<file path="src/rtl/ufmr_pkg.sv">
// Constants, types and helpers of the serial frame receiver.
// Assumes a 32-bit APB slave port and one 10 MHz system clock.
package ufmr_pkg;
	// ****************************************
	// Register map (byte addresses)
	// ****************************************
	localparam int ADDR_W = 8;
	localparam logic [7:0] OFS_MODE = 8'h00;
	localparam logic [7:0] OFS_BAUD = 8'h04;
	localparam logic [7:0] OFS_STAT = 8'h08;
	localparam logic [7:0] OFS_DATA = 8'h0C;
	localparam logic [7:0] OFS_ISTAT = 8'h10;
	localparam logic [7:0] OFS_IMASK = 8'h14;
	// ****************************************
	// Field positions
	// ****************************************
	localparam int MODE_INV_BIT = 4;
	localparam int MODE_HS_BIT = 3;
	localparam int MODE_FMT_LSB = 1;
	localparam int MODE_STOP_BIT = 0;
	localparam int ST_WAKE_BIT = 5;
	localparam int ST_IDLE_BIT = 4;
	localparam int ST_PARITY_ERROR_FLAG_BIT = 3;
	localparam int ST_FRAMING_ERROR_FLAG_BIT = 2;
	localparam int ST_OVR_BIT = 1;
	localparam int ST_AVAIL_BIT = 0;
	localparam int IRQ_RXC_BIT = 0;
	localparam int IRQ_ERR_BIT = 1;
	localparam int IRQ_OVR_BIT = 2;
	localparam int IRQ_WINV_BIT = 3;
	localparam int IRQ_W = 4;
	localparam int BAUD_W = 16;
	// ****************************************
	// Encodings, counts and reset values
	// ****************************************
	localparam logic [1:0] FMT_9N = 2'h3;
	localparam logic [1:0] FMT_8O = 2'h2;
	localparam logic [1:0] FMT_8E = 2'h1;
	localparam logic [1:0] FMT_8N = 2'h0;
	localparam logic [3:0] SMP_LAST_HS = 4'h3;
	localparam logic [3:0] SMP_LAST_STD = 4'hF;
	localparam logic [3:0] SMP_MID_HS = 4'h1;
	localparam logic [3:0] SMP_MID_STD = 4'h7;
	localparam logic [3:0] BITS_NINE = 4'h9;
	localparam logic [3:0] BITS_EIGHT = 4'h8;
	localparam int FIFO_DEPTH = 4;
	localparam logic [2:0] FIFO_FULL = 3'h4;
	localparam logic [BAUD_W-1:0] BAUD_RST = 16'h0000;
	localparam logic [IRQ_W-1:0] IMASK_RST = 4'h0;

	typedef struct packed {
		logic inv;
		logic hs;
		logic [1:0] fmt;
		logic stop;
	} ufmr_mode_s;

	typedef struct packed {
		logic parity_error_flag;
		logic framing_error_flag;
		logic [8:0] data;
	} ufmr_char_s;

	typedef enum logic [2:0] {S_IDLE, S_START, S_DATA, S_PARITY, S_STOP} ufmr_rx_e;

	// Data bits per character for a format code
	function automatic logic [3:0] char_bits(input logic [1:0] fmt);
		char_bits = (fmt == FMT_9N) ? BITS_NINE : BITS_EIGHT;
	endfunction : char_bits

	// Format carries a parity bit
	function automatic logic has_parity(input logic [1:0] fmt);
		has_parity = (fmt == FMT_8O) || (fmt == FMT_8E);
	endfunction : has_parity
endpackage : ufmr_pkg

</file>
<file path="src/rtl/ufmr_baud.sv">
// Baud generator: divides the clock to sampling ticks and marks bit phases.
// Assumes the caller restarts it on every detected start edge.
`timescale 1ns/1ps
module ufmr_baud (
	input wire logic i_clk, // System clock
	input wire logic i_srst, // Sync reset, high
	input wire logic i_ce, // Clock enable
	input wire logic i_restart, // Realign to a start edge
	input wire logic i_hs, // 4 samples per bit when high
	input wire logic [ufmr_pkg::BAUD_W-1:0] i_div, // Cycles per tick minus one
	output logic o_mid, // Pulse at bit centre
	output logic o_end // Pulse at bit end
);
	logic [ufmr_pkg::BAUD_W-1:0] div_reg, div_next;
	logic [3:0] smp_reg, smp_next;
	logic [3:0] seen_reg;
	logic armed_reg, hs_prev_reg;
	logic tick;
	logic [3:0] last;

	// Tick divider and sample counter; restart keeps bits centred on the edge
	always_comb begin
		tick = (div_reg == i_div);
		last = i_hs ? ufmr_pkg::SMP_LAST_HS : ufmr_pkg::SMP_LAST_STD;
		div_next = tick ? '0 : div_reg + 16'h0001;
		smp_next = tick ? ((smp_reg == last) ? 4'h0 : smp_reg + 4'h1) : smp_reg;
		if (i_restart) begin
			div_next = '0;
			smp_next = '0;
		end
		o_mid = tick && !i_restart
			&& (smp_reg == (i_hs ? ufmr_pkg::SMP_MID_HS : ufmr_pkg::SMP_MID_STD));
		o_end = tick && !i_restart && (smp_reg == last);
	end

	always_ff @(posedge i_clk) begin
		if (i_srst) begin
			div_reg <= '0;
			smp_reg <= '0;
		end else if (i_ce) begin
			div_reg <= div_next;
			smp_reg <= smp_next;
		end
	end

	// Independent tick tally, only for checking the bit length
	always_ff @(posedge i_clk) begin
		if (i_srst || (i_ce && (i_restart || o_end))) begin
			seen_reg <= 4'h0;
		end else if (i_ce && tick) begin
			seen_reg <= seen_reg + 4'h1;
		end
	end

	// Only bits timed from a start edge are checked; a rate change in idle
	// leaves the free-running counter out of range for one long bit
	always_ff @(posedge i_clk) begin
		if (i_srst) begin
			armed_reg <= 1'b0;
			hs_prev_reg <= 1'b0;
		end else if (i_ce) begin
			hs_prev_reg <= i_hs;
			if (i_restart) begin
				armed_reg <= 1'b1;
			end else if (i_hs != hs_prev_reg) begin
				armed_reg <= 1'b0;
			end
		end
	end
endmodule : ufmr_baud

</file>
<file path="src/rtl/ufmr_top.sv">
// Serial frame receiver with APB registers, 4-deep character queue, interrupt.
// Assumes an APB master on I_CLK_SYS and an asynchronous receive line pin.
// Summary of operation
// - Polarity bit sets receive line idle level
// - Edge away from idle level starts frame
// - Sampling at 4 or 16 ticks per bit
// - Format field picks width and parity
// - Stop select gives one or two stops
// - First character after wake is discarded
// - Error flags belong to queue head
// - Clearing overrun empties queue and shifter
`timescale 1ns/1ps
module ufmr_top (
	input wire logic I_CLK_SYS, // 10 MHz clock
	input wire logic I_SRST, // Sync reset, high
	input wire logic I_CE, // Freezes all state when low
	input wire logic I_PSEL, // APB select
	input wire logic I_PENABLE, // APB enable
	input wire logic I_PWRITE, // APB direction
	input wire logic [ufmr_pkg::ADDR_W-1:0] I_PADDR, // APB byte address
	input wire logic [31:0] I_PWDATA, // APB write data
	input wire logic I_SERIAL_RECEIVE_LINE, // Receive pin, asynchronous
	input wire logic I_WAKE_EVENT, // Pulse: woke from sleep by line activity
	output logic [31:0] O_PRDATA, // APB read data
	output logic O_PREADY, // APB ready
	output logic O_PSLVERR, // Unmapped address
	output logic O_IRQ // Level interrupt
);
	// ****************************************
	// Declarations
	// ****************************************
	ufmr_pkg::ufmr_mode_s mode_reg, mode_next;
	logic [ufmr_pkg::BAUD_W-1:0] baud_reg, baud_next;
	logic [ufmr_pkg::IRQ_W-1:0] istat_reg, istat_next, imask_reg, imask_next;
	logic [31:0] prdata_reg, prdata_next;
	logic irq_reg, irq_next;
	logic ovr_reg, ovr_next, wake_reg, wake_next;
	logic rx_meta_reg, rx_sync_reg, rx_prev_reg;
	ufmr_pkg::ufmr_rx_e state_reg, state_next;
	logic [8:0] shift_reg, shift_next;
	logic [3:0] cnt_reg, cnt_next;
	logic parity_error_flag_reg, parity_error_flag_next, framing_error_flag_reg, framing_error_flag_next, stop2_reg, stop2_next;
	ufmr_pkg::ufmr_char_s fifo_reg [ufmr_pkg::FIFO_DEPTH];
	ufmr_pkg::ufmr_char_s fifo_next [ufmr_pkg::FIFO_DEPTH];
	logic [1:0] wr_reg, wr_next, rd_reg, rd_next;
	logic [2:0] count_reg, count_next;
	ufmr_pkg::ufmr_char_s entry, head;
	logic rx_lvl, prev_lvl, start_edge, restart, mid, frame_done;
	logic setup, access, wr, rd, mapped, pop, push, overflow, ovr_clear, drop_wake;
	logic [31:0] rd_val;
	logic [ufmr_pkg::IRQ_W-1:0] ev;

	// ****************************************
	// Receive line synchroniser
	// ****************************************
	// Two flops before use; the prev stage feeds only the edge detector
	always_ff @(posedge I_CLK_SYS) begin
		if (I_SRST) begin
			rx_meta_reg <= 1'b1;
			rx_sync_reg <= 1'b1;
			rx_prev_reg <= 1'b1;
		end else if (I_CE) begin
			rx_meta_reg <= I_SERIAL_RECEIVE_LINE;
			rx_sync_reg <= rx_meta_reg;
			rx_prev_reg <= rx_sync_reg;
		end
	end

	// Line normalised so that 1 is idle; a floating pin can still fake a start
	assign rx_lvl = rx_sync_reg ^ mode_reg.inv;
	assign prev_lvl = rx_prev_reg ^ mode_reg.inv;
	assign start_edge = prev_lvl && !rx_lvl;

	ufmr_baud u_baud (
		.i_clk(I_CLK_SYS),
		.i_srst(I_SRST),
		.i_ce(I_CE),
		.i_restart(restart),
		.i_hs(mode_reg.hs),
		.i_div(baud_reg),
		.o_mid(mid),
		.o_end()
	);

	// ****************************************
	// APB decode
	// ****************************************
	// Zero wait states; a low clock enable stretches the access phase
	always_comb begin
		setup = I_PSEL && !I_PENABLE;
		access = I_PSEL && I_PENABLE && I_CE;
		wr = access && I_PWRITE;
		rd = access && !I_PWRITE;
		mapped = (I_PADDR == ufmr_pkg::OFS_MODE) || (I_PADDR == ufmr_pkg::OFS_BAUD)
			|| (I_PADDR == ufmr_pkg::OFS_STAT) || (I_PADDR == ufmr_pkg::OFS_DATA)
			|| (I_PADDR == ufmr_pkg::OFS_ISTAT) || (I_PADDR == ufmr_pkg::OFS_IMASK);
		pop = rd && (I_PADDR == ufmr_pkg::OFS_DATA) && (count_reg != 3'h0);
		ovr_clear = wr && (I_PADDR == ufmr_pkg::OFS_STAT) && ovr_reg
			&& !I_PWDATA[ufmr_pkg::ST_OVR_BIT];
	end
	assign O_PREADY = I_CE;
	assign O_PSLVERR = I_PSEL && I_PENABLE && !mapped;
	assign O_PRDATA = prdata_reg;
	assign O_IRQ = irq_reg;
	assign head = fifo_reg[rd_reg];

	// Read mux; status flags show the head character, not the newest
	always_comb begin
		rd_val = 32'h0000_0000;
		unique case (I_PADDR)
			ufmr_pkg::OFS_MODE: rd_val[4:0] = mode_reg;
			ufmr_pkg::OFS_BAUD: rd_val[ufmr_pkg::BAUD_W-1:0] = baud_reg;
			ufmr_pkg::OFS_STAT: begin
				rd_val[ufmr_pkg::ST_WAKE_BIT] = wake_reg;
				rd_val[ufmr_pkg::ST_IDLE_BIT] = (state_reg == ufmr_pkg::S_IDLE);
				rd_val[ufmr_pkg::ST_PARITY_ERROR_FLAG_BIT] = (count_reg != 3'h0) && head.parity_error_flag;
				rd_val[ufmr_pkg::ST_FRAMING_ERROR_FLAG_BIT] = (count_reg != 3'h0) && head.framing_error_flag;
				rd_val[ufmr_pkg::ST_OVR_BIT] = ovr_reg;
				rd_val[ufmr_pkg::ST_AVAIL_BIT] = (count_reg != 3'h0);
			end
			ufmr_pkg::OFS_DATA: rd_val[8:0] = (count_reg != 3'h0) ? head.data : 9'h000;
			ufmr_pkg::OFS_ISTAT: rd_val[ufmr_pkg::IRQ_W-1:0] = istat_reg;
			ufmr_pkg::OFS_IMASK: rd_val[ufmr_pkg::IRQ_W-1:0] = imask_reg;
			default: rd_val = 32'h0000_0000;
		endcase
	end

	// ****************************************
	// Receive state machine
	// ****************************************
	// Samples at bit centre; the baud generator is realigned on each start
	always_comb begin
		state_next = state_reg;
		shift_next = shift_reg;
		cnt_next = cnt_reg;
		parity_error_flag_next = parity_error_flag_reg;
		framing_error_flag_next = framing_error_flag_reg;
		stop2_next = stop2_reg;
		restart = 1'b0;
		frame_done = 1'b0;
		unique case (state_reg)
			ufmr_pkg::S_IDLE: begin
				if (start_edge) begin
					restart = 1'b1;
					parity_error_flag_next = 1'b0;
					framing_error_flag_next = 1'b0;
					state_next = ufmr_pkg::S_START;
				end
			end
			ufmr_pkg::S_START: begin
				cnt_next = 4'h0;
				if (mid) begin
					// Glitch shorter than half a bit is not a start
					state_next = rx_lvl ? ufmr_pkg::S_IDLE : ufmr_pkg::S_DATA;
				end
			end
			ufmr_pkg::S_DATA: begin
				if (mid) begin
					shift_next = {rx_lvl, shift_reg[8:1]};
					cnt_next = cnt_reg + 4'h1;
					if (cnt_next == ufmr_pkg::char_bits(mode_reg.fmt)) begin
						stop2_next = 1'b0;
						state_next = ufmr_pkg::has_parity(mode_reg.fmt)
							? ufmr_pkg::S_PARITY : ufmr_pkg::S_STOP;
					end
				end
			end
			ufmr_pkg::S_PARITY: begin
				if (mid) begin
					// Even: ones plus parity even; odd: ones plus parity odd
					parity_error_flag_next = (^shift_reg[8:1] ^ rx_lvl)
						!= (mode_reg.fmt == ufmr_pkg::FMT_8O);
					state_next = ufmr_pkg::S_STOP;
				end
			end
			ufmr_pkg::S_STOP: begin
				if (mid) begin
					framing_error_flag_next = framing_error_flag_reg || !rx_lvl;
					if (mode_reg.stop && !stop2_reg) begin
						stop2_next = 1'b1;
					end else begin
						frame_done = 1'b1;
						state_next = ufmr_pkg::S_IDLE;
					end
				end
			end
		endcase
		// Overrun clear resets the shifter whatever it was doing
		if (ovr_clear) begin
			state_next = ufmr_pkg::S_IDLE;
			shift_next = 9'h000;
			cnt_next = 4'h0;
			stop2_next = 1'b0;
		end
	end

	always_ff @(posedge I_CLK_SYS) begin
		if (I_SRST) begin
			state_reg <= ufmr_pkg::S_IDLE;
			shift_reg <= 9'h000;
			cnt_reg <= 4'h0;
			parity_error_flag_reg <= 1'b0;
			framing_error_flag_reg <= 1'b0;
			stop2_reg <= 1'b0;
		end else if (I_CE) begin
			state_reg <= state_next;
			shift_reg <= shift_next;
			cnt_reg <= cnt_next;
			parity_error_flag_reg <= parity_error_flag_next;
			framing_error_flag_reg <= framing_error_flag_next;
			stop2_reg <= stop2_next;
		end
	end

	// ****************************************
	// Character queue, overrun, wake discard
	// ****************************************
	// Eight-bit data sits in the upper bits of the shifter after eight shifts
	always_comb begin
		entry.data = (mode_reg.fmt == ufmr_pkg::FMT_9N) ? shift_reg : {1'b0, shift_reg[8:1]};
		entry.parity_error_flag = parity_error_flag_next;
		entry.framing_error_flag = framing_error_flag_next;
		drop_wake = frame_done && wake_reg;
		push = frame_done && !wake_reg && !ovr_reg && !ovr_clear
			&& ((count_reg != ufmr_pkg::FIFO_FULL) || pop);
		overflow = frame_done && !wake_reg && !ovr_reg && !ovr_clear && !push;
		fifo_next = fifo_reg;
		wr_next = wr_reg;
		rd_next = rd_reg;
		count_next = count_reg;
		if (push) begin
			fifo_next[wr_reg] = entry;
			wr_next = wr_reg + 2'h1;
		end
		if (pop) begin
			rd_next = rd_reg + 2'h1;
		end
		count_next = count_reg + {2'h0, push} - {2'h0, pop};
		if (ovr_clear) begin
			wr_next = 2'h0;
			rd_next = 2'h0;
			count_next = 3'h0;
		end
		// No overflow can occur in the clearing cycle; a frame ending then is dropped and the flag clears
		ovr_next = overflow || (ovr_reg && !ovr_clear);
		wake_next = I_WAKE_EVENT || (wake_reg && !frame_done);
	end

	always_ff @(posedge I_CLK_SYS) begin
		if (I_SRST) begin
			wr_reg <= 2'h0;
			rd_reg <= 2'h0;
			count_reg <= 3'h0;
			ovr_reg <= 1'b0;
			wake_reg <= 1'b0;
		end else if (I_CE) begin
			fifo_reg <= fifo_next;
			wr_reg <= wr_next;
			rd_reg <= rd_next;
			count_reg <= count_next;
			ovr_reg <= ovr_next;
			wake_reg <= wake_next;
		end
	end

	// ****************************************
	// Registers and interrupt
	// ****************************************
	// Read snapshot taken in setup; only the reported event bits are cleared,
	// so an event landing between setup and access is kept
	always_comb begin
		ev = '0;
		ev[ufmr_pkg::IRQ_RXC_BIT] = push;
		ev[ufmr_pkg::IRQ_ERR_BIT] = push && (entry.parity_error_flag || entry.framing_error_flag);
		ev[ufmr_pkg::IRQ_OVR_BIT] = overflow;
		ev[ufmr_pkg::IRQ_WINV_BIT] = drop_wake;
		mode_next = mode_reg;
		baud_next = baud_reg;
		imask_next = imask_reg;
		istat_next = istat_reg;
		prdata_next = setup ? rd_val : prdata_reg;
		if (wr && (I_PADDR == ufmr_pkg::OFS_MODE)) begin
			mode_next.inv = I_PWDATA[ufmr_pkg::MODE_INV_BIT];
			mode_next.hs = I_PWDATA[ufmr_pkg::MODE_HS_BIT];
			mode_next.fmt = I_PWDATA[ufmr_pkg::MODE_FMT_LSB +: 2];
			mode_next.stop = I_PWDATA[ufmr_pkg::MODE_STOP_BIT];
		end
		if (wr && (I_PADDR == ufmr_pkg::OFS_BAUD)) begin
			baud_next = I_PWDATA[ufmr_pkg::BAUD_W-1:0];
		end
		if (wr && (I_PADDR == ufmr_pkg::OFS_IMASK)) begin
			imask_next = I_PWDATA[ufmr_pkg::IRQ_W-1:0];
		end
		if (rd && (I_PADDR == ufmr_pkg::OFS_ISTAT)) begin
			istat_next = istat_reg & ~prdata_reg[ufmr_pkg::IRQ_W-1:0];
		end
		istat_next = istat_next | ev;
		irq_next = |(istat_next & imask_next);
	end

	always_ff @(posedge I_CLK_SYS) begin
		if (I_SRST) begin
			mode_reg <= '0;
			baud_reg <= ufmr_pkg::BAUD_RST;
			imask_reg <= ufmr_pkg::IMASK_RST;
			istat_reg <= '0;
			prdata_reg <= 32'h0000_0000;
			irq_reg <= 1'b0;
		end else if (I_CE) begin
			mode_reg <= mode_next;
			baud_reg <= baud_next;
			imask_reg <= imask_next;
			istat_reg <= istat_next;
			prdata_reg <= prdata_next;
			irq_reg <= irq_next;
		end
	end
endmodule : ufmr_top

</file>
<file path="config.mk">
export PLATFORM = sky130hd
export DESIGN_NAME = ufmr_top
export DESIGN_NICKNAME = d
export VERILOG_FILES = /design/src/rtl/ufmr_pkg.sv /design/src/rtl/ufmr_baud.sv /design/src/rtl/ufmr_top.sv
export SDC_FILE = /design/constraint.sdc
export NUM_CORES = 1
export LEC_CHECK = 0
export BUFFER_PORTS_ARGS = -buffer_cell sky130_fd_sc_hd__buf_2
export CAP_MARGIN = 20
export CORE_MARGIN = 2
export CORE_UTILIZATION = 55
export DETAILED_ROUTE_END_ITERATION = 12
export HOLD_SLACK_MARGIN = 0.15
export PLACE_DENSITY = 0.76
export REMOVE_ABC_BUFFERS = 1
export SLEW_MARGIN = 10
export SYNTH_ARGS = -nofsm -noshare
export SYNTH_HDL_FRONTEND = slang
export SYNTH_SLANG_ARGS = --single-unit
</file>
<file path="constraint.sdc">
create_clock -name I_CLK_SYS -period 4.1 [get_ports I_CLK_SYS]
set_input_delay 0.82 -clock I_CLK_SYS [delete_from_list [all_inputs] [get_ports I_CLK_SYS]]
set_output_delay 0.82 -clock I_CLK_SYS [all_outputs]
set_load 0.02 [all_outputs]
</file>
* Word-level counts from Yosys, hierarchy flattened
Cells that the tools add are included.
** Operators by class
- Bitwise gates (word level) :: 10
- Divide/modulo/power cells :: 0
- Add/sub/neg operators :: 7
- Shift-type cells :: 0
- Magnitude comparators :: 3
- Equality and inequality tests :: 26
- Multiply operators :: 0
- Muxes and demuxes :: 62
- Reductions and logical operators :: 77
** Operators with widths (count)
- 9-bit two-way mux :: 5
- 44-bit bitwise mux :: 1
- 11-bit two-way mux :: 3
- 3-bit two-way mux :: 11
- 16-bit two-way mux :: 2
- 4-bit two-way mux :: 8
- 1-bit logical AND :: 31
- 3-bit inequality test (second input constant) :: 9
- 4-bit one-hot mux with 6 select lines :: 1
- 11-bit binary-select mux with 2-bit select :: 1
- 11-bit demux with 2-bit select :: 1
- 16-bit by 1-bit adder with 16-bit output (second input constant) :: 1
- 16-bit equality test :: 1
- 8-bit by 4-bit equality test with 1-bit output (second input constant) :: 2
- 8-bit by 5-bit equality test with 1-bit output (second input constant) :: 2
- 1-bit two-way mux :: 15
- 3-bit one-hot mux with 5 select lines :: 1
- 4-bit equality test :: 3
- 1-bit logical NOT :: 12
- 2-bit AND reduction :: 6
- 1-bit logical OR :: 11
- 2-bit two-way mux :: 5
- 2-bit nonzero test :: 5
- 3-bit AND reduction :: 3
- 32 further kinds :: 45
** Word-level totals
- Memory bits (writable) :: 0
- Output and inout bits :: 35
- ROM bits :: 0
- Bits in registers :: 141
- Memories kept :: 0
- Word-level logic and storage cells :: 222
- Latch bits :: 0
- Input bits :: 48

* Logic depth before layout (Yosys ltp)
- Word-level depth :: 19
- Mapped depth :: 15
- Mapped depth without buffers :: 13

* Hierarchy
Synthesis repeated with hierarchy kept, for this count alone.
** Unflattened totals
- Cells, all modules :: 683
- Area, all modules :: 6852.8 µm²
** Modules (own cells, without submodules)
- ufmr_top :: area each 5703.0 µm², times used 1, cells an instance 547
- ufmr_baud :: area each 1149.9 µm², times used 1, cells an instance 136

* Worst setup path before layout
Ideal clock, no wire load.
- Path kind :: input -> register
- Start :: input I_PADDR[5] in the netlist's numbering
- End :: register count_reg[2]
- Stages :: 13
- Slack :: 0.709 ns
- Buffers on the path :: 1
- Required time :: 4.030 ns
- Library setup time :: 0.070 ns
- Arrival :: 3.321 ns
- Path through :: or4_4 > or2_1 > buf_6 > nor4_2 > ha_1 > inv_1 > ha_1 > inv_1 > fa_1 > xor2_1 > o21ai_0 > nand2_1 > a21oi_1
** On the way
- Cells in the longest elaborated chain, start to end :: 10
- Elaborated cells between the ends (all ways) :: 14
- Those cells by class :: 2 x add/sub; 2 x eq/ne; 1 x mux; 9 x reduce/logical
** Ends and longest elaborated chain
- start: declaration :: RTL line ufmr_top.sv:20 : input wire logic [ufmr_pkg::ADDR_W-1:0] I_PADDR,
- 8-bit by 4-bit equality test with 1-bit output :: RTL line ufmr_top.sv:98 : ovr_clear = wr && (I_PADDR == ufmr_pkg::OFS_STAT) && ovr_reg
- 1-bit logical AND (2 in series) :: RTL line ufmr_top.sv:98
- 1-bit logical AND :: RTL line ufmr_top.sv:99 : && !I_PWDATA[ufmr_pkg::ST_OVR_BIT];
- 1-bit logical NOT :: RTL line ufmr_top.sv:224 : push = frame_done && !wake_reg && !ovr_reg && !ovr_clear
- 1-bit logical AND :: RTL line ufmr_top.sv:224
- 1-bit logical AND :: RTL line ufmr_top.sv:225 : && ((count_reg != ufmr_pkg::FIFO_FULL) || pop);
- 3-bit by 1-bit adder with 3-bit output :: RTL line ufmr_top.sv:238 : count_next = count_reg + {2'h0, push} - {2'h0, pop};
- 3-bit by 1-bit subtractor with 3-bit output :: RTL line ufmr_top.sv:238
- 3-bit two-way mux * :: RTL line ufmr_top.sv:239 : if (ovr_clear) begin
- end signal: assignment :: RTL line ufmr_top.sv:260 : count_reg <= count_next;
- end: declaration :: RTL line ufmr_top.sv:46 : logic [2:0] count_reg, count_next;
Every way passes the cells marked *; elsewhere a longest branch is shown, timed or not.
A chain may end at the register's enable or synchronous reset.

* Final worst setup path
Same ends and word-level chain as after synthesis.

==> out/summary.txt <==
Hold Path Class - reg2reg
Critical Path RT - 4.36 ns
Largest net degree at the start of global routing - 44
Hold path start - O_PRDATA[13]$_SDFFE_PP0P_
Peak supply drop - 0.000286 V
GP Congestion - 0.883
Fillers - 1003
H-tree depth - 4
Starting DRT DRC Count - 481
R2r worst-path depth - 13
Num rows - 41
Setup_tns - 0 ns
Via-to-Cell Ratio - 5.82
Register area - 3260 sq um
Total Nets Final - 778
Cell Pwr Density - 401 nW/um^2
CTS resizes - 0
Post-synth EDFFs - 44
Area Growth Syn to Fin - 11.8%
Syn Area/Cell - 10.2 sq um
Reg-to-reg slack, setup - 0.77 ns
Worst-margin pin slew - 0.876 ns
Power share of the combinational group - 7.1%
Layout cells sized above 1 - 17.0%
HPWL Detailed - 11900 um
Clk_lat worst skew - 0.42 ns
I/O pin cnt - 83
Max FFs per register - 44
Total CTS buffers - 17
Async SR Flop Fraction - 0%
FMAX - 295 MHz
RSZ-0062 raised after global routing - false
Rel. slew slack - 41.6%
Critical path class - in2reg
Initial antenna violation count - 0
Hold buffer count at CTS - 0
Cell leakage power - 2.83 nW
Hold endpoint - O_PRDATA[13]$_SDFFE_PP0P_
CTS Buffer Depth - 2
Skew final - 0.00773 ns
Die Ht - 116 um
Final hold slack - 0.450 ns
Netlist Area Pre-Place - 6940 sq um
1st-pass router iterations - 5
Post-CTS Setup Inserts - 0
Sequential element share of the synthesized area - 47.0%
R2r endpoint - count_reg[2]$_SDFFE_PP0P_
Multi-input gate area - 3370 sq um
IO Port Bufs - 50
First-pass GRT wire length - 25900 um
Initial Util - 55.7%
Die X - 116 um
Worst-path maximum fanout - 7
CTS tree - done
Die area - 13500 sq um
Final worst path period share - 82.7%
Status - finished, final reports clean
Final instance area - 7760 sq um
Total net switching power - 723 uW
Setup violators final - 0
Clock slew at the register clock pins of the worst setup and hold paths - 0.06 ns
Gr ovfl total - 0
Max Cap Viol - 0
Startpoint types - input port
Critical Path End Type - flop
Reg-to-reg startpoint - u_baud.div_reg[6]$_SDFFE_PP0P_
Vias in the first global route - 4991
Most frequent cells in the layout - dfxtp_1 (97), nor2_1 (89), buf_2 (50)
Placed cell area - 7210 sq um
Post-Synthesis Cells - 681
Pins over their slew limit - 0
Worst Hold Depth - 2
CP Data Arrival Time - 3.65 ns
Yosys cell types - 74
Synth warn - 0
DRC - 0
Root buffer cell - clkbuf_16
Pint - 2.39 mW
Clock share of power - 45.6%
Average routed wire per standard cell - 18.4 um
Core area - 12500 sq um
Ys flop type - dfxtp_1
Sw Ratio - 23.2%
Fin. Hold Viols - 0
Post-Route WL - 16600 um
Sink Count - 141
Number of diodes - 0
Detail Route Antenna Nets - 0
FF+latch count, synth - 141
Commonest non-fill, non-tap cell in the layout - dfxtp_1
DR vias - 5247
Seq pwr share - 47.2%
Minimum clock period - 3.39 ns
Total global-route track usage - 25.6%
Total power - 3.11 mW
## area by class of cell
class | instances | share of cell area (%)
clock inverter | 9 | 0.903
clock buffer | 22 | 6.11
tap | 172 | 2.77
inverter | 12 | 0.581
multi-input combinational | 487 | 43.5
sequential | 141 | 42.1
timing repair buffer | 59 | 4.10
## through the flow
step | setup slack (ns) | std cells | util, %
detailed placement | 0.318 | 871 | 57.9
CTS | 0.746 | 902 | 62.2
global route | 0.534 | 902 | 62.2
floorplan | 0.716 | 640 | -
finish | 0.710 | 902 | 62.2
global placement | 0.400 | 871 | 57.9
## power by group through the flow
stage	clock, mW	combinational (mW)	sequential (mW)
floorplan	0	0.127	1.50
global placement	0	0.214	1.50
detailed placement	0	0.219	1.50
CTS	1.44	0.220	1.47
global route	1.48	0.244	1.47
finish	1.42	0.222	1.47
## per-layer routing
layer,track usage (%),up-vias,share of wire (%)
met5,0,-,0
met4,8.33,0,1.6
met2,42.8,165,49
li1,-,2503,-
met1,33.1,2560,44
met3,5.76,19,5.1
## critical path, stage by stage
cell     delay, ns
buf_2         0.14
or4_4         0.55
or2_1         0.34
nor4_2        0.45
ha_1          0.31
inv_1         0.06
ha_1          0.13
inv_1         0.05
fa_1          0.37
xor2_1        0.18
o21ai_0       0.09
nand2_1       0.09
a21oi_1       0.06
## cells by family after synthesis
| group | Yosys count | share of synthesized area [%] |
|---|---|---|
| buffers and inverters | 68 | 5.19 |
| muxes | 54 | 9.92 |
| and+or+nand+nor | 250 | 18.9 |
| other | 1 | 0.0540 |
| AOI/OAI and AO/OA | 110 | 10.9 |
| DFF | 141 | 47.0 |
| adders and majority gates | 12 | 2.27 |
| xor gates and xnor gates | 45 | 5.68 |
## synth_stat cells, drive strengths merged (16+ instances only)
cell    number  area share [%]
nand3       24             1.7
nor3        22             2.0
nor2        90             4.9
xnor2       29             3.7
a21oi       35             2.6
o21ai       16             1.3
buf         30             3.1
edfxtp      44              19
dfxtp       97              28
xor2        16             2.0
clkbuf      26             1.4
nand4       18             1.6
mux2i       35             5.0
nand2       36             1.9
## how the worst max path moves through the flow
| stage | start | end | slack [ns] | cells after the start |
|---|---|---|---|---|
| 5_1_grt | u_baud.div_reg[6]$_SDFFE_PP0P_ | fifo_reg[10]$_DFFE_PP_ | 0.53 | 7 |
| 2_1_floorplan | I_PADDR[5] | count_reg[2]$_SDFFE_PP0P_ | 0.72 | 12 |
| 6_report | I_PADDR[5] | count_reg[2]$_SDFFE_PP0P_ | 0.71 | 13 |
| 4_1_cts | I_PADDR[5] | count_reg[2]$_SDFFE_PP0P_ | 0.75 | 13 |
| 3_3_place_gp | I_PADDR[5] | count_reg[2]$_SDFFE_PP0P_ | 0.40 | 13 |
| 3_5_place_dp | I_PADDR[5] | count_reg[2]$_SDFFE_PP0P_ | 0.32 | 13 |
(Power assumes the default switching activity.)
